File: config.mk
export PLATFORM = sky130hd
export DESIGN_NAME = adcc_top
export DESIGN_NICKNAME = d
export VERILOG_FILES = /design/src/inc/adcc_pkg.sv /design/src/logic/adcc_top.sv
export SDC_FILE = /design/constraint.sdc
export NUM_CORES = 1
export LEC_CHECK = 0
export BUFFER_PORTS_ARGS = -buffer_cell sky130_fd_sc_hd__buf_2
export CORE_ASPECT_RATIO = 0.6
export CORE_MARGIN = 2
export CORE_UTILIZATION = 58
export CTS_BUF_LIST = sky130_fd_sc_hd__clkbuf_8
export CTS_CLUSTER_SIZE = 8
export DETAILED_ROUTE_END_ITERATION = 6
export PLACE_DENSITY = 0.83
export SYNTH_ARGS = -nofsm -noshare
export SYNTH_HDL_FRONTEND = slang
export SYNTH_SLANG_ARGS = --single-unit
File: constraint.sdc
create_clock -name sys_clk_i -period 6.5 [get_ports sys_clk_i]
set_clock_uncertainty 0.1 [all_clocks]
set_input_delay 0.975 -clock sys_clk_i [delete_from_list [all_inputs] [get_ports sys_clk_i]]
set_output_delay 0.975 -clock sys_clk_i [all_outputs]
set_load 0.02 [all_outputs]
File: src/inc/adcc_pkg.sv
// Constants for the analogue converter common control and timing block.
// Assumes a single 100 MHz system clock and a simple strobed register port.
//
// Contract
// Regulator off: settings ignored, converter idle.
// Interrupt enable raises interrupt per conversion.
// Converter clock divides peripheral clock 8..64.
// Sampling interval 2, 4, 6, 8 periods.
// Integrate over three sampling intervals.
// Conversion lasts 3*interval plus 13 periods.
// Reference select: external pin or internal.
// Band-gap routing drives reference pin.
// Software routes band-gap only with internal reference; the code accepts band-gap writes whatever the reference select.
// Protocol power off clears band-gap routing.
// Band-gap access without protocol power faults.
// Peripheral clock 16 MHz, divider scales proportionally.
// Software should pick 500 kHz converter clock.
// Regulator reports powered after 16 us.
// Slow conversions take eight times longer.
// Starts ignored until regulator powered.
package adcc_pkg;

  localparam int          ADDR_W          = 4;
  localparam int          DATA_W          = 32;

  localparam logic [3:0]  OFF_CONFIG      = 4'h0;
  localparam logic [3:0]  OFF_BANDGAP     = 4'h1;
  localparam logic [3:0]  OFF_CONTROL     = 4'h2;
  localparam logic [3:0]  OFF_STATUS      = 4'h3;
  localparam logic [3:0]  OFF_IRQ_STATUS  = 4'h4;
  localparam logic [3:0]  OFF_IRQ_MASK    = 4'h5;

  // Configuration register fields.
  localparam int          CFG_REG_EN      = 0;
  localparam int          CFG_IRQ_EN      = 1;
  localparam int          CFG_SAMPLE_LSB  = 2;
  localparam int          CFG_DIV_LSB     = 4;
  localparam int          CFG_REF_SEL     = 6;
  localparam int          CFG_SLOW        = 7;
  localparam int          CFG_W           = 8;
  localparam logic [7:0]  CFG_RESET       = 8'h00;

  // Control register: bit 0 writes a start pulse.
  localparam int          CTL_START       = 0;

  // Status register fields.
  localparam int          STS_POWERED     = 0;
  localparam int          STS_BUSY        = 1;

  // Interrupt status bits.
  localparam int          IRQ_DONE        = 0;
  localparam int          IRQ_BG_FAULT    = 1;
  localparam int          IRQ_W           = 2;

  // Timing.
  localparam int          SYS_CLK_KHZ     = 100000;
  localparam int          PERIPH_KHZ      = 16000;
  localparam int          STARTUP_US      = 16;
  localparam int          STARTUP_CYC     = STARTUP_US * SYS_CLK_KHZ / 1000;
  localparam int          CONV_FIXED      = 13;
  localparam int          INTEG_MULT      = 3;
  localparam int          SLOW_FACTOR     = 8;

  // Peripheral clock enable: accumulate PERIPH_KHZ per cycle.
  localparam int          PACC_W          = 17;

  typedef enum logic [1:0] {
    ADCC_IDLE, ADCC_INTEGRATE, ADCC_FINISH
  } adcc_state_type;

endpackage : adcc_pkg

File: src/logic/adcc_top.sv
// Converter common control: configuration, clocking, timing and interrupt.
// Assumes registers are reached by a one-cycle strobed port on sys_clk_i and
// that protocol power arrives as an asynchronous level.
`timescale 1ns/100ps
module adcc_top #(
  parameter int STARTUP_CYC = adcc_pkg::STARTUP_CYC
) (
  input  wire logic                        sys_clk_i,
  input  wire logic                        srst_i,
  input  wire logic [adcc_pkg::ADDR_W-1:0] addr_i,
  input  wire logic [adcc_pkg::DATA_W-1:0] wdata_i,
  input  wire logic                        wr_i,
  input  wire logic                        rd_i,
  output logic      [adcc_pkg::DATA_W-1:0] rdata_o,
  input  wire logic                        protocol_power_i,
  output logic                             converter_clk_en_o,
  output logic                             integrate_o,
  output logic                             conversion_done_o,
  output logic                             reference_source_select_o,
  output logic                             bandgap_route_o,
  output logic                             converter_enable_o,
  output logic                             irq_o
);

  ////////////////////////////////////////////////////////////////////////////
  // Register port and configuration.

  logic [adcc_pkg::CFG_W-1:0] cfg_q;
  logic                       bandgap_q;
  logic [adcc_pkg::IRQ_W-1:0] irq_sts_q;
  logic [adcc_pkg::IRQ_W-1:0] irq_mask_q;
  logic                       pp_meta_q;
  logic                       pp_q;
  logic                       powered_q;
  logic                       busy_q;
  logic                       done_evt;

  wire wr_cfg  = wr_i && addr_i == adcc_pkg::OFF_CONFIG;
  wire acc_bg  = (wr_i || rd_i) && addr_i == adcc_pkg::OFF_BANDGAP;
  wire start   = wr_i && addr_i == adcc_pkg::OFF_CONTROL
                 && wdata_i[adcc_pkg::CTL_START];

  wire                        analog_regulator_enable =
                                cfg_q[adcc_pkg::CFG_REG_EN];
  wire                        conversion_irq_enable =
                                cfg_q[adcc_pkg::CFG_IRQ_EN];
  wire [1:0]                  sampling_interval_select =
                                cfg_q[adcc_pkg::CFG_SAMPLE_LSB +: 2];
  wire [1:0]                  converter_clock_divisor =
                                cfg_q[adcc_pkg::CFG_DIV_LSB +: 2];
  wire                        reference_source_select =
                                cfg_q[adcc_pkg::CFG_REF_SEL];
  wire                        slow_conversion_enable =
                                cfg_q[adcc_pkg::CFG_SLOW];

  always_ff @(posedge sys_clk_i) begin
    if (srst_i) begin
      pp_meta_q <= 1'b0;
      pp_q      <= 1'b0;
    end else begin
      pp_meta_q <= protocol_power_i;
      pp_q      <= pp_meta_q;
    end
  end

  // Only the regulator bit is taken from a write that clears the regulator bit.
  always_ff @(posedge sys_clk_i) begin
    if (srst_i) begin
      cfg_q <= adcc_pkg::CFG_RESET;
    end else if (wr_cfg) begin
      if (wdata_i[adcc_pkg::CFG_REG_EN]) begin
        cfg_q <= wdata_i[adcc_pkg::CFG_W-1:0];
      end else begin
        cfg_q[adcc_pkg::CFG_REG_EN] <= 1'b0;
      end
    end
  end

  always_ff @(posedge sys_clk_i) begin
    if (srst_i) begin
      bandgap_q <= 1'b0;
    end else if (!pp_q) begin
      bandgap_q <= 1'b0;
    end else if (wr_i && addr_i == adcc_pkg::OFF_BANDGAP) begin
      bandgap_q <= wdata_i[0];
    end
  end

  always_ff @(posedge sys_clk_i) begin
    if (srst_i) begin
      irq_mask_q <= '0;
    end else if (wr_i && addr_i == adcc_pkg::OFF_IRQ_MASK) begin
      irq_mask_q <= wdata_i[adcc_pkg::IRQ_W-1:0];
    end
  end

  // Set wins over a write-one clear in the same cycle.
  logic [adcc_pkg::IRQ_W-1:0] irq_set;
  logic [adcc_pkg::IRQ_W-1:0] irq_clr;
  always_comb begin
    irq_set = '0;
    irq_set[adcc_pkg::IRQ_DONE] = done_evt && conversion_irq_enable;
    irq_set[adcc_pkg::IRQ_BG_FAULT] = acc_bg && !pp_q;
    irq_clr = '0;
    if (wr_i && addr_i == adcc_pkg::OFF_IRQ_STATUS) begin
      irq_clr = wdata_i[adcc_pkg::IRQ_W-1:0];
    end
  end

  always_ff @(posedge sys_clk_i) begin
    if (srst_i) begin
      irq_sts_q <= '0;
    end else begin
      irq_sts_q <= (irq_sts_q & ~irq_clr) | irq_set;
    end
  end

  always_ff @(posedge sys_clk_i) begin
    if (srst_i) begin
      irq_o <= 1'b0;
    end else begin
      irq_o <= |((irq_sts_q & ~irq_clr | irq_set) & irq_mask_q);
    end
  end

  always_ff @(posedge sys_clk_i) begin
    if (srst_i) begin
      rdata_o <= '0;
    end else if (rd_i) begin
      case (addr_i)
        adcc_pkg::OFF_CONFIG:     rdata_o <= {24'h000000, cfg_q};
        adcc_pkg::OFF_BANDGAP:    rdata_o <= {31'h00000000, bandgap_q};
        adcc_pkg::OFF_STATUS:     rdata_o <= {30'h00000000, busy_q,
                                              powered_q};
        adcc_pkg::OFF_IRQ_STATUS: rdata_o <= {30'h00000000, irq_sts_q};
        adcc_pkg::OFF_IRQ_MASK:   rdata_o <= {30'h00000000, irq_mask_q};
        default:                  rdata_o <= '0;
      endcase
    end else begin
      rdata_o <= '0;
    end
  end

  ////////////////////////////////////////////////////////////////////////////
  // Regulator start-up.

  logic [$clog2(STARTUP_CYC+1)-1:0] start_cnt_q;

  always_ff @(posedge sys_clk_i) begin
    if (srst_i || !analog_regulator_enable) begin
      start_cnt_q <= '0;
      powered_q   <= 1'b0;
    end else if (!powered_q) begin
      if (32'(start_cnt_q) == STARTUP_CYC - 1) begin
        powered_q <= 1'b1;
      end
      start_cnt_q <= start_cnt_q + 1'b1;
    end
  end

  ////////////////////////////////////////////////////////////////////////////
  // Clocking: 16 MHz peripheral enable, then converter divider.

  logic [adcc_pkg::PACC_W-1:0] pacc_q;
  logic                        pclk_en;
  logic [5:0]                  div_cnt_q;
  logic [5:0]                  div_last;

  // Fractional accumulator: one pulse per 16 MHz period on average.
  wire [adcc_pkg::PACC_W:0] pacc_sum =
    {1'b0, pacc_q} + (adcc_pkg::PACC_W+1)'(adcc_pkg::PERIPH_KHZ);
  assign pclk_en = pacc_sum >= (adcc_pkg::PACC_W+1)'(adcc_pkg::SYS_CLK_KHZ);

  always_ff @(posedge sys_clk_i) begin
    if (srst_i) begin
      pacc_q <= '0;
    end else if (pclk_en) begin
      pacc_q <= (adcc_pkg::PACC_W)'(pacc_sum
                - (adcc_pkg::PACC_W+1)'(adcc_pkg::SYS_CLK_KHZ));
    end else begin
      pacc_q <= pacc_sum[adcc_pkg::PACC_W-1:0];
    end
  end

  assign div_last = 6'((8 << converter_clock_divisor) - 1);

  always_ff @(posedge sys_clk_i) begin
    if (srst_i || !powered_q) begin
      div_cnt_q          <= '0;
      converter_clk_en_o <= 1'b0;
    end else begin
      converter_clk_en_o <= 1'b0;
      if (pclk_en) begin
        if (div_cnt_q >= div_last) begin
          div_cnt_q          <= '0;
          converter_clk_en_o <= 1'b1;
        end else begin
          div_cnt_q <= div_cnt_q + 1'b1;
        end
      end
    end
  end

  ////////////////////////////////////////////////////////////////////////////
  // Conversion sequencer.

  adcc_pkg::adcc_state_type state_q;
  logic [9:0]               tick_cnt_q;
  logic [2:0]               slow_cnt_q;
  logic [4:0]               interval;
  logic [9:0]               integ_len;
  logic                     tick;

  assign interval  = 5'({sampling_interval_select, 1'b0} + 3'd2);
  assign integ_len = 10'(adcc_pkg::INTEG_MULT * interval);
  // Slow mode stretches every converter period by the slow factor.
  assign tick = converter_clk_en_o && (!slow_conversion_enable
                || 32'(slow_cnt_q) == adcc_pkg::SLOW_FACTOR - 1);
  assign done_evt = state_q == adcc_pkg::ADCC_FINISH && tick
                    && 32'(tick_cnt_q) == adcc_pkg::CONV_FIXED - 1;

  always_ff @(posedge sys_clk_i) begin
    if (srst_i || !powered_q) begin
      slow_cnt_q <= '0;
    end else if (converter_clk_en_o) begin
      slow_cnt_q <= slow_cnt_q + 1'b1;
    end
  end

  always_ff @(posedge sys_clk_i) begin
    if (srst_i || !powered_q) begin
      state_q    <= adcc_pkg::ADCC_IDLE;
      tick_cnt_q <= '0;
    end else begin
      case (state_q)
        adcc_pkg::ADCC_IDLE: begin
          tick_cnt_q <= '0;
          if (start) begin
            state_q <= adcc_pkg::ADCC_INTEGRATE;
          end
        end
        adcc_pkg::ADCC_INTEGRATE: begin
          if (tick) begin
            if (tick_cnt_q == integ_len - 10'd1) begin
              tick_cnt_q <= '0;
              state_q    <= adcc_pkg::ADCC_FINISH;
            end else begin
              tick_cnt_q <= tick_cnt_q + 1'b1;
            end
          end
        end
        adcc_pkg::ADCC_FINISH: begin
          if (done_evt) begin
            state_q <= adcc_pkg::ADCC_IDLE;
          end else if (tick) begin
            tick_cnt_q <= tick_cnt_q + 1'b1;
          end
        end
        default: state_q <= adcc_pkg::ADCC_IDLE;
      endcase
    end
  end

  always_ff @(posedge sys_clk_i) begin
    if (srst_i) begin
      busy_q                    <= 1'b0;
      integrate_o               <= 1'b0;
      conversion_done_o         <= 1'b0;
      reference_source_select_o <= 1'b0;
      bandgap_route_o           <= 1'b0;
      converter_enable_o        <= 1'b0;
    end else begin
      busy_q             <= state_q != adcc_pkg::ADCC_IDLE && powered_q;
      integrate_o        <= state_q == adcc_pkg::ADCC_INTEGRATE && powered_q;
      conversion_done_o  <= done_evt && powered_q;
      converter_enable_o <= powered_q;
      reference_source_select_o <= reference_source_select;
      bandgap_route_o    <= bandgap_q && pp_q;
    end
  end

endmodule : adcc_top

Word-level counts from Yosys, hierarchy flattened
Index checks and enable logic that the tools add are counted.
- register bits: 105
- bits in latches: 0
- memory bits (writable): 0
- ROM bits: 0
- input port bits: 41
- output and inout bits: 39
- word-level logic and storage cells: 113
- memories kept: 0
- $add $sub $neg: 9
- $mul: 1
- divide/modulo/power cells: 0
- order comparisons: 2
- equal/unequal tests: 17
- shift operators: 1
- multiplexer cells: 18
- bitwise gates (word level): 7
- reductions and logical operators: 35
- operator list (kind ; number):
    two-way mux 10 bit ; 4
    one-hot mux 8 bit (5 select lines) ; 1
    one-hot mux 10 bit (3 select lines) ; 1
    adder 17 x 14 -> 18 bit (second input constant) ; 1
    greater-or-equal comparator 18 x 17 -> 1 bit (second input constant) ; 1
    two-way mux 17 bit ; 1
    subtractor 17 bit (second input constant) ; 1
    logical AND 1 bit ; 16
    inequality test 2 bit (second input constant) ; 6
    adder 11 x 1 -> 11 bit (second input constant) ; 1
    equality test 11 bit (second input constant) ; 1
    adder 10 x 1 -> 10 bit (second input constant) ; 1
    equality test 10 bit ; 1
    equality test 10 x 4 -> 1 bit (second input constant) ; 1
    two-way mux 2 bit ; 5
    equality test 4 x 2 -> 1 bit (second input constant) ; 2
    equality test 4 x 3 -> 1 bit (second input constant) ; 2
    AND reduction 4 bit ; 2
    OR reduction 2 bit ; 4
    subtractor 6 x 1 -> 7 bit (second input constant) ; 1
    adder 6 x 1 -> 6 bit (second input constant) ; 1
    greater-or-equal comparator 6 bit ; 1
    multiplier 2 x 4 -> 6 bit (first input constant) ; 1
    two-way mux 6 bit ; 1
    other kinds (21) ; 33

Depth between registers and ports, before layout
Gate-level depths: netlist of run 1.
- word-level depth: 9
- mapped depth: 10
- gate-level depth less buffers: 8

Least setup slack after synthesis of run 1
OpenSTA, ideal clock, no wires.
- path kind: reg2reg
- start point: reg pacc_q[7] in the netlist's numbering
- end point: reg pacc_q[10] in the netlist's numbering
- library setup time: 0.133 ns
- arrival: 2.281 ns
- required time: 6.267 ns
- slack: 3.985 ns
- cell stages (with the launch flop): 10
- path buffers: 2
- clock period less this slack: 2.515 ns
- cell sequence: dfxtp_1 > ha_1 > clkbuf_1 > nor4_2 > a211oi_1 > a211o_1 > or4_4 > buf_6 > a31oi_1 > a311oi_1
- longest elaborated chain between the ends: 3
- elaborated cells between the ends (all ways): 4
- those cells by class: add/sub (2); order compare (1); mux (1)
- ends and longest elaborated chain (what ; RTL line ; source):
    start, declared ; adcc_top.sv:164 ; logic [adcc_pkg::PACC_W-1:0] pacc_q;
    start signal, assigned ; adcc_top.sv:178 ; pacc_q <= (adcc_pkg::PACC_W)'(pacc_sum
    start signal, assigned ; adcc_top.sv:181 ; pacc_q <= pacc_sum[adcc_pkg::PACC_W-1:0];
    adder 17 x 14 -> 18 bit (*) ; adcc_top.sv:171 ; {1'b0, pacc_q} + (adcc_pkg::PACC_W+1)'(adcc_pkg::PERIPH_KHZ);
    subtractor 17 bit or greater-or-equal comparator 18 x 17 -> 1 bit (tied branches) ; adcc_top.sv:179, adcc_top.sv:172 ;
    two-way mux 17 bit (*) ; adcc_top.sv:177 ; end else if (pclk_en) begin
Mark *: on every way between the ends. The rest lies on a longest branch, timed or not.
A chain may end at the register's enable or synchronous reset.

Worst setup path after layout of run 1
- start point: reg pacc_q[7] in the netlist's numbering
- end point: reg div_cnt_q[4]
- longest elaborated chain between the ends: 2
- ends and longest elaborated chain (what ; RTL line ; source):
    adder 17 x 14 -> 18 bit ; adcc_top.sv:171 ;
    greater-or-equal comparator 18 x 17 -> 1 bit ; adcc_top.sv:172 ; assign pclk_en = pacc_sum >= (adcc_pkg::PACC_W+1)'(adcc_pkg::SYS_CLK_KHZ);
    end signal, assigned ; adcc_top.sv:198 ; div_cnt_q <= div_cnt_q + 1'b1;
    end, declared ; adcc_top.sv:166 ; logic [5:0] div_cnt_q;
No other way between the ends.

==> reports/qor.yml, run 1 <==
cp_data_arrival_time_ns: 3.41
drt-initial-drc-count: 256
synth-xor-area-share_pct: 6.384
ir_drop_mv: 0.1558
cp_slowest_cell: "nor4_4"
crit_buf_inv: 0
synth_compound_area_share_pct: 14.62
die_w_um: 114.5
die_h_um: 70.33
clkPwrFrac_pct: 26.9
crit_required_ns: 6.64
dr_total_vias: 3517
synth-simple-area-share_pct: 24.48
ant_nets: 0
synth_edf_count: 0
outcome: "completed"
wl_per_cell_um: 14.94
ys_seq_area_share_pct: 35.78
grt_max_degree: 29
clkTransAtPathRegs_ns: 0.07
layout-drive-gt1-share_pct: 11.63
num_antenna_cells: 0
fin_crit_ns: 3.261
power_density_nw_per_um2: 262.3
dpl_cell_area_um2: 4314
synth.cell_area_um2: 4253
seqPwrFrac_pct: 45.5
netlist.area_leader.share_pct: 35.78
tns_ns: 0
p_switching_w: 0.0004160
cts_tree: "yes"
hold_viol: 0
clkSinkCount: 76
synth.distinct_cells: 61
crit_chain: "ha_1, nor3_1, and4_1, a211o_1, nor4_4, nor2_1, a32o_1"
swShare_pct: 35.37
cap_violations: 0
clockBufferDepth: 2
hpwl_um: 6607
totalWireLength_um: 9066
grt_antenna_before_repair: 0
setup_viol: 0
grt_pass1_wl_um: 15180
die-area_um2: 8056
holdBufCountCts: 0
hp-class: "flop to flop"
synth_largest_area_cell: "dfxtp_1"
synth_fa_ha_area_share_pct: 6.472
pwr-share-comb_pct: 27.6
synth_ff_type: "dfxtp_1"
post-route-period-util_pct: 50.16
async_flop_share_pct: 0
final_cells: 607
grt_pass1_vias: 3127
drc: 0
worstSkewPairLatency_ns: 0.36
hold_depth: 1
cp.depth: 7
placed_cells: 591
worst_pin_slew_ns: 1.157
cts_buffers: 9
p_int_w: 0.0007603
cpLargestDelayFamily: "simple AND/OR/NAND/NOR gates"
area_growth_pct: 5.443
finish.instance_area_um2: 4484
worst_setup_path_start_kind: "flop"
ys_warn_count: 0
slew_violations: 0
rsz0062_at_grt: "false"
grt_usage_pct: 23.82
fp-row-count: 24
cts_setup_buffers: 0
cts_htree_levels: 3
slew_headroom_pct: 22.03
ys_seq_elements: 76
synth_top_family_by_area: "simple AND/OR/NAND/NOR gates"
core_um2: 7177
start_util_pct: 59.26
cpPeakStageDelay_ns: 0.70
cts-resized-gates: 0
max_freq_mhz: 306.7
nets: 574
syn_avg_cell_area_um2: 8.609
r2r_cells: 7
gp_congestion: 0.8981
critPathKind: "flop to flop"
io_buffers: 31
synthMuxAreaShare_pct: 3.766
worst_setup_path_end_kind: "flop"
vias_per_cell: 5.794
gr-total-overflow: 0
syn_inst: 494
cp_max_fo: 15
root_buffer: "clkbuf_8"
fillerInstances: 631
p_leak_nw: 1.783
drtPass1Iterations: 4
io_pins: 80
synth.area.top_cells: "dfxtp_1 (36%), ha_1 (6.5%), nor2_1 (5.5%)"
==> cell type report <==
type	count	area (µm²)	share of cell area (%)
inverter	17	63.81	1.423
tap	91	113.9	2.539
clock buffer	10	137.6	3.069
timing repair buffer	31	155.1	3.460
clock inverter	6	32.53	0.7254
multi-input combinational	376	2460	54.85
sequential	76	1521	33.93
==> cell usage in the layout (no fill, tap or decap), types with 4 or more instances in the layout <==
master and count:
or4_1 5, inv_1 20, buf_2 31, conb_1 24
nor2b_1 5, nand2_1 26, nand3b_1 5, nor2_1 62
nand2b_1 6, xnor2_1 22, o31ai_1 7, ha_1 22
nor3_1 10, xor2_1 9, dfxtp_1 76, mux2i_1 16
nand3_1 21, or2_2 4, a31oi_1 8, nand4_1 7
nor4_1 8, and3_1 10, o21ai_0 14, clkbuf_8 10
a21oi_1 16, a211oi_1 5, and2_1 8
==> synth_stat cells, types with 4 or more instances <==
master and instances:
a21oi_1 16, a31oi_1 8, nor2b_1 5, ha_1 22, or4_1 5, nor4_1 8, or2_2 4, xor2_1 9
o31ai_1 7, nor3_1 10, inv_1 17, nor2_1 62, and3_1 10, o21ai_0 14, nand2b_1 6, nand3_1 21
xnor2_1 22, nand2_1 26, clkbuf_1 16, buf_2 4, a211oi_1 5, nand3b_1 5, dfxtp_1 76, mux2i_1 16
buf_4 25, nand4_1 7, and2_1 8
==> logic make-up after synthesis <==
group,count (synthesis)
other,1
flip-flops,76
AO/OA/AOI/OAI,88
buffers and inverters,65
XOR/XNOR,31
multiplexers,16
adder cells (fa/ha/maj),22
AND/OR/NAND/NOR,195
==> power by group through the flow <==
stage | clock, W | sequential [W] | combinational [W]
floorplan | 0 | 0.000517 | 0.000305
global placement | 0 | 0.000542 | 0.000311
detailed placement | 0 | 0.000544 | 0.000317
CTS | 0.000323 | 0.000532 | 0.000320
global route | 0.000343 | 0.000540 | 0.000360
finish | 0.000316 | 0.000535 | 0.000325
==> worst paths after layout <==
path                   from      endpoint  slack, ns
setup reg to reg  pacc_q[7]  div_cnt_q[4]       3.24
setup / recovery  pacc_q[7]  div_cnt_q[4]       3.24
hold / removal    pp_meta_q          pp_q       0.35
hold reg to reg   pp_meta_q          pp_q       0.35
==> sequential cells by signal, indices dropped and copies added, names as in the netlist, 2 cells and up <==
signal	count
cfg_q	8
slow_cnt_q	3
rdata_o	8
pacc_q	12
div_cnt_q	6
irq_mask_q	2
state_q	2
start_cnt_q	11
irq_sts_q	2
tick_cnt_q	10
==> per-layer routing <==
| layer | track usage (%) | up-vias | wire (µm) |
|---|---|---|---|
| met3 | 7.378 | 9 | 701 |
| met2 | 33.66 | 144 | 3729 |
| met4 | 7.182 | 0 | 101 |
| met5 | 0 | - | 0 |
| met1 | 34.52 | 1629 | 4533 |
| li1 | - | 1735 | - |
==> stage by stage <==
stage	power [W]	worst slack [ns]	utilization [%]	hold WS (ns)
after CTS	0.001175	3.307	62.48	0.3526
after detailed placement	0.0008608	3.134	60.11	0.3330
after global routing	0.001244	2.924	62.48	0.3673
after floorplan	0.0008225	3.985	-	0.3138
final	0.001176	3.239	62.48	0.3525
after global placement	0.0008526	3.174	60.11	0.3179
(Power assumes the default switching activity.)
==> run 2, diff against run 1 <==
--- a/config.mk
+++ b/config.mk
@@ -8,11 +8,11 @@
 export BUFFER_PORTS_ARGS = -buffer_cell sky130_fd_sc_hd__buf_2
 export CORE_ASPECT_RATIO = 0.6
 export CORE_MARGIN = 2
-export CORE_UTILIZATION = 58
+export CORE_UTILIZATION = 52
 export CTS_BUF_LIST = sky130_fd_sc_hd__clkbuf_8
 export CTS_CLUSTER_SIZE = 8
 export DETAILED_ROUTE_END_ITERATION = 6
-export PLACE_DENSITY = 0.83
+export PLACE_DENSITY = 0.79
 export SYNTH_ARGS = -nofsm -noshare
 export SYNTH_HDL_FRONTEND = slang
 export SYNTH_SLANG_ARGS = --single-unit
==> constraint.sdc (replaced) <==
create_clock -name sys_clk_i -period 2.95 [get_ports sys_clk_i]
set_clock_uncertainty 0.1 [all_clocks]
set_input_delay 0.4425 -clock sys_clk_i [delete_from_list [all_inputs] [get_ports sys_clk_i]]
set_output_delay 0.4425 -clock sys_clk_i [all_outputs]
set_load 0.02 [all_outputs]
==> reports/qor.yml, run 2 (synthesized netlist as in run 1, its figures left out) <==
outcome: "completed"  # unchanged
root_buffer: "clkbuf_8"  # unchanged
wl_per_cell_um: 15.35  # was 14.94 µm
hpwl_um: 7097  # was 6607 µm
worst_setup_path_end_kind: "flop"  # unchanged
die_w_um: 120.8  # was 114.5 µm
finish.instance_area_um2: 4735  # was 4484 µm²
max_freq_mhz: 364.6  # was 306.7 MHz
rsz0062_at_grt: "false"  # unchanged
cp_data_arrival_time_ns: 2.89  # was 3.41 ns
die-area_um2: 8942  # was 8056 µm²
critPathKind: "flop to flop"  # unchanged
swShare_pct: 31.39  # was 35.37%
core_um2: 7914  # was 7177 µm²
cts_setup_buffers: 0  # unchanged
ir_drop_mv: 0.4684  # was 0.1558 mV
drtPass1Iterations: 5  # was 4
cp_max_fo: 10  # was 15
layout-drive-gt1-share_pct: 14.69  # was 11.63%
hp-class: "input pin to flop"  # was flop to flop
io_pins: 80  # unchanged
pwr-share-comb_pct: 26.4  # was 27.6%
grt_pass1_wl_um: 15770  # was 15,180 µm
whs_ns: 0.1982  # was 0.3525 ns
setup_viol: 0  # unchanged
cpPeakStageDelay_ns: 0.54  # was 0.70 ns
totalWireLength_um: 9809  # was 9066 µm
clkTransAtPathRegs_ns: 0.08  # was 0.07 ns
power_density_nw_per_um2: 655.0  # was 262.3 nW/µm²
grt_usage_pct: 22.51  # was 23.82%
gp_congestion: 0.9404  # was 0.8981
crit_required_ns: 3.10  # was 6.64 ns
dpl_cell_area_um2: 4448  # was 4314 µm²
p_leak_nw: 1.901  # was 1.783 nW
p_switching_w: 0.0009735  # was 0.0004160 W
start_util_pct: 53.74  # was 59.26%
clockBufferDepth: 2  # unchanged
holdBufCountCts: 0  # unchanged
die_h_um: 74.05  # was 70.33 µm
reg_top3: "pacc_q (12), start_cnt_q (11), tick_cnt_q (10)"  # unchanged
post-route-period-util_pct: 92.98  # was 50.16%
drc: 0  # unchanged
slew_headroom_pct: 49.03  # was 22.03%
final_common_cell: "dfxtp_1"  # unchanged
worst_setup_path_start_kind: "flop"  # unchanged
cts_tree: "yes"  # unchanged
clkSinkCount: 76  # unchanged
finalWorstSetupSlack_ns: 0.2071  # was 3.239 ns
area_growth_pct: 11.33  # was 5.443%
cts-resized-gates: 0  # unchanged
crit_top_cell: "nor2_1"
place_ws_ns: 0.2998  # was 3.134 ns
p_int_w: 0.002128  # was 0.0007603 W
hold_viol: 0  # unchanged
largest_reg_flops: 12  # unchanged
nets: 589  # was 574
seqPwrFrac_pct: 37.4  # was 45.5%
worst_pin_slew_ns: 0.7433  # was 1.157 ns
num_antenna_cells: 0  # unchanged
cap_violations: 0  # unchanged
dr_total_vias: 3686  # was 3,517
fp-row-count: 25  # was 24
grt_pass1_vias: 3260  # was 3,127
gr-total-overflow: 0  # unchanged
cts_htree_levels: 3  # unchanged
slew_violations: 0  # unchanged
drt-initial-drc-count: 267  # was 256
fin_crit_ns: 2.743  # was 3.261 ns
ant_nets: 0  # unchanged
cp_slowest_cell: "nor2_1"  # was nor4_4
crit_chain: "ha_1, nor4_2, a21boi_0, o21a_1, nor2_1, nor2_1, a32o_1"  # was ha_1, nor3_1, and4_1, a211o_1, nor4_4, nor2_1, a32o_1
cts_buffers: 9  # unchanged
clkPwrFrac_pct: 36.2  # was 26.9%
worstSkewPairLatency_ns: 0.35  # was 0.36 ns
io_buffers: 31  # unchanged
grt_max_degree: 28  # was 29
grt_antenna_before_repair: 0  # unchanged
final_cell_mix: "dfxtp_1 (76), nor2_1 (62), buf_2 (31)"  # unchanged
tns_ns: 0  # unchanged
vias_per_cell: 5.768  # was 5.794
regMostFlops: "pacc_q"  # unchanged
## run 2: area by class of cell
type | instances | area (µm²)
fill | 690 | 3179
multi-input combinational | 376 | 2460
sequential | 76 | 1521
timing repair buffer | 46 | 267.8
clock inverter | 7 | 162.7
tap | 108 | 135.1
clock buffer | 9 | 123.9
inverter | 17 | 63.81
## run 2: through the flow
stage          power [W]  cells  util, %
2_1_floorplan   0.001812    517        -
3_3_place_gp    0.001935    623    56.21
3_5_place_dp    0.001966    623    56.21
4_1_cts         0.003090    639    59.83
5_1_grt         0.003236    639    59.83
6_report        0.003101    639    59.83
## run 2: worst max-delay path, delay by kind of cell, from the launching register on
family                     cells  cell delay [ns]
adders and majority gates      1             0.32
DFF                            1             0.33
and+or+nand+nor                3             1.24
AOI/OAI and AO/OA              3             0.64
## run 2: power groups by stage
stage / clock network [W] / logic [W] / registers (W)
final: 0.00112 / 0.000820 / 0.00116
after detailed placement: 0 / 0.000786 / 0.00118
after global routing: 0.00118 / 0.000885 / 0.00117
after global placement: 0 / 0.000758 / 0.00118
after CTS: 0.00113 / 0.000801 / 0.00116
after floorplan: 0 / 0.000672 / 0.00114
## run 2: layer usage
layer	up-vias	track usage [%]	routed length [µm]
met2	193	32.71	4112
met5	-	0	0
met4	0	7.106	70
met3	7	6.825	944
met1	1722	32.13	4683
li1	1764	-	-
## run 2: worst paths after layout
check                    from      endpoint  slack [ns]  cells after the start
max reg2reg         pacc_q[8]  div_cnt_q[5]        0.21                      7
min          protocol_power_i     pp_meta_q        0.20                      2
max                 pacc_q[8]  div_cnt_q[5]        0.21                      7
min reg2reg         pp_meta_q          pp_q        0.35                      1
==> run 3, diff against run 2 <==
--- a/config.mk
+++ b/config.mk
@@ -12,6 +12,7 @@
 export CTS_BUF_LIST = sky130_fd_sc_hd__clkbuf_8
 export CTS_CLUSTER_SIZE = 8
 export DETAILED_ROUTE_END_ITERATION = 6
+export MAX_ROUTING_LAYER = met4
 export PLACE_DENSITY = 0.79
 export SYNTH_ARGS = -nofsm -noshare
 export SYNTH_HDL_FRONTEND = slang
==> reports/qor.yml, run 3 (synthesized netlist as in run 1, its figures left out) <==
outcome: "completed"  # unchanged
final_cell_mix: "dfxtp_1 (76), nor2_1 (62), buf_2 (31)"  # unchanged
clkSinkCount: 76  # unchanged
core_um2: 7914  # unchanged
highest_layer: "met4"  # unchanged
hpwl_um: 7097  # unchanged
pwr-share-comb_pct: 26.4  # about the same
ir_drop_mv: 0.4681  # was 0.4684 mV
gp_congestion: 0.9573  # was 0.9404
post-route-period-util_pct: 92.39  # was 92.98%
die-area_um2: 8942  # unchanged
tns_ns: 0  # unchanged
wl_met1_um: 4739  # was 4683 µm
hold_viol: 0  # unchanged
critPathLaunch: "pacc_q[8]"  # unchanged
finish.instance_area_um2: 4735  # unchanged
vias_per_cell: 5.740  # was 5.768
fp-row-count: 25  # unchanged
cts_setup_buffers: 0  # unchanged
io_pins: 80  # unchanged
io_buffers: 31  # unchanged
grt_max_degree: 28  # unchanged
gr-total-overflow: 0  # unchanged
power_density_nw_per_um2: 654.7  # was 655.0 nW/µm²
max_freq_mhz: 366.9  # was 364.6 MHz
fillerInstances: 690  # unchanged
cp_data_arrival_time_ns: 2.88  # was 2.89 ns
dpl_cell_area_um2: 4448  # unchanged
worst_setup_path_start_kind: "flop"  # unchanged
cts_tree: "yes"  # unchanged
seqPwrFrac_pct: 37.4  # about the same
wl_met2_um: 4064  # was 4112 µm
p_leak_nw: 1.901  # unchanged
hp-class: "input pin to flop"  # unchanged
finalWorstSetupSlack_ns: 0.2245  # was 0.2071 ns
cts_htree_levels: 3  # unchanged
clkPwrFrac_pct: 36.2  # about the same
final_core_util_pct: 59.83  # unchanged
totalWireLength_um: 9815  # was 9809 µm
holdBufCountCts: 0  # unchanged
ant_nets: 0  # unchanged
clkTransAtPathRegs_ns: 0.08  # about the same
critPathKind: "flop to flop"  # unchanged
multi_input_area_um2: 2460  # unchanged
start_util_pct: 53.74  # unchanged
met3_length_um: 928  # was 944 µm
worst_setup_path_end_kind: "flop"  # unchanged
grt_pass1_vias: 3268  # was 3,260
wl_per_cell_um: 15.36  # was 15.35 µm
layout-drive-gt1-share_pct: 14.69  # unchanged
min_from: "protocol_power_i"  # unchanged
worstSkewPairLatency_ns: 0.35  # about the same
cp_max_fo: 10  # unchanged
reg_top3: "pacc_q (12), start_cnt_q (11), tick_cnt_q (10)"  # unchanged
drc: 0  # unchanged
drtPass1Iterations: 5  # unchanged
drt-initial-drc-count: 263  # was 267
r2r_start: "pacc_q[8]"  # unchanged
grt_antenna_before_repair: 0  # unchanged
dr_total_vias: 3668  # was 3,686
root_buffer: "clkbuf_8"  # unchanged
num_antenna_cells: 0  # unchanged
die_h_um: 74.05  # unchanged
grt_pass1_wl_um: 15770  # unchanged
die_w_um: 120.8  # unchanged
worst_pin_slew_ns: 0.7494  # was 0.7433 ns
cts_buffers: 9  # unchanged
place_ws_ns: 0.2998  # unchanged
regMostFlops: "pacc_q"  # unchanged
slew_headroom_pct: 48.61  # was 49.03%
clockBufferDepth: 2  # unchanged
final_common_cell: "dfxtp_1"  # unchanged
cts-resized-gates: 0  # unchanged
final-seq-area_um2: 1521  # unchanged
largest_reg_flops: 12  # unchanged
cap_violations: 0  # unchanged
setup_viol: 0  # unchanged
slew_violations: 0  # unchanged
rsz0062_at_grt: "false"  # unchanged
swShare_pct: 31.36  # was 31.39%
area_growth_pct: 11.33  # unchanged
grt_usage_pct: 23.25  # was 22.51%
fin_crit_ns: 2.725  # was 2.743 ns
p_switching_w: 0.0009721  # was 0.0009735 W
p_int_w: 0.002127  # was 0.002128 W
nets: 589  # unchanged
crit_required_ns: 3.10  # about the same
## run 3: power by group through the flow
stage	registers (W)	logic, W	clock network (W)
2_1_floorplan	0.00114	0.000672	0
3_3_place_gp	0.00118	0.000758	0
3_5_place_dp	0.00118	0.000786	0
4_1_cts	0.00116	0.000801	0.00113
5_1_grt	0.00117	0.000885	0.00118
6_report	0.00116	0.000819	0.00112
## run 3: critical path, stage by stage, from the launching register on
cell	delay [ns]
dfxtp_1	0.33
ha_1	0.31
nor4_2	0.42
a21boi_0	0.16
o21a_1	0.21
nor2_1	0.53
nor2_1	0.27
a32o_1	0.28
## run 3: area by class of cell
cell class | count | area share, %
Sequential cell | 76 | 32.14
Timing Repair Buffer | 46 | 5.655
Tap cell | 108 | 2.854
Inverter | 17 | 1.348
Multi-Input combinational cell | 376 | 51.96
Clock buffer | 9 | 2.616
Clock inverter | 7 | 3.436
## run 3: metal layers
layer	global-route usage (%)	vias to the layer above
met4	7.106	0
li1	-	1768
met1	32.22	1712
met5	-	-
met2	32.64	179
met3	6.748	9
## run 3: worst paths after layout
kind	endpoint	cells past startpoint	slack, ns
hold / removal	pp_meta_q	2	0.20
hold reg to reg	pp_q	1	0.35
setup / recovery	div_cnt_q[5]	7	0.22
setup reg to reg	div_cnt_q[5]	7	0.22
## run 3: stage by stage
| stage | instances | hold slack [ns] | power (W) |
|---|---|---|---|
| 2_1_floorplan | 517 | 0.3138 | 0.001812 |
| 3_3_place_gp | 623 | 0.3229 | 0.001935 |
| 3_5_place_dp | 623 | 0.3284 | 0.001966 |
| 4_1_cts | 639 | 0.1861 | 0.003090 |
| 5_1_grt | 639 | 0.1887 | 0.003236 |
| 6_report | 639 | 0.1973 | 0.003100 |
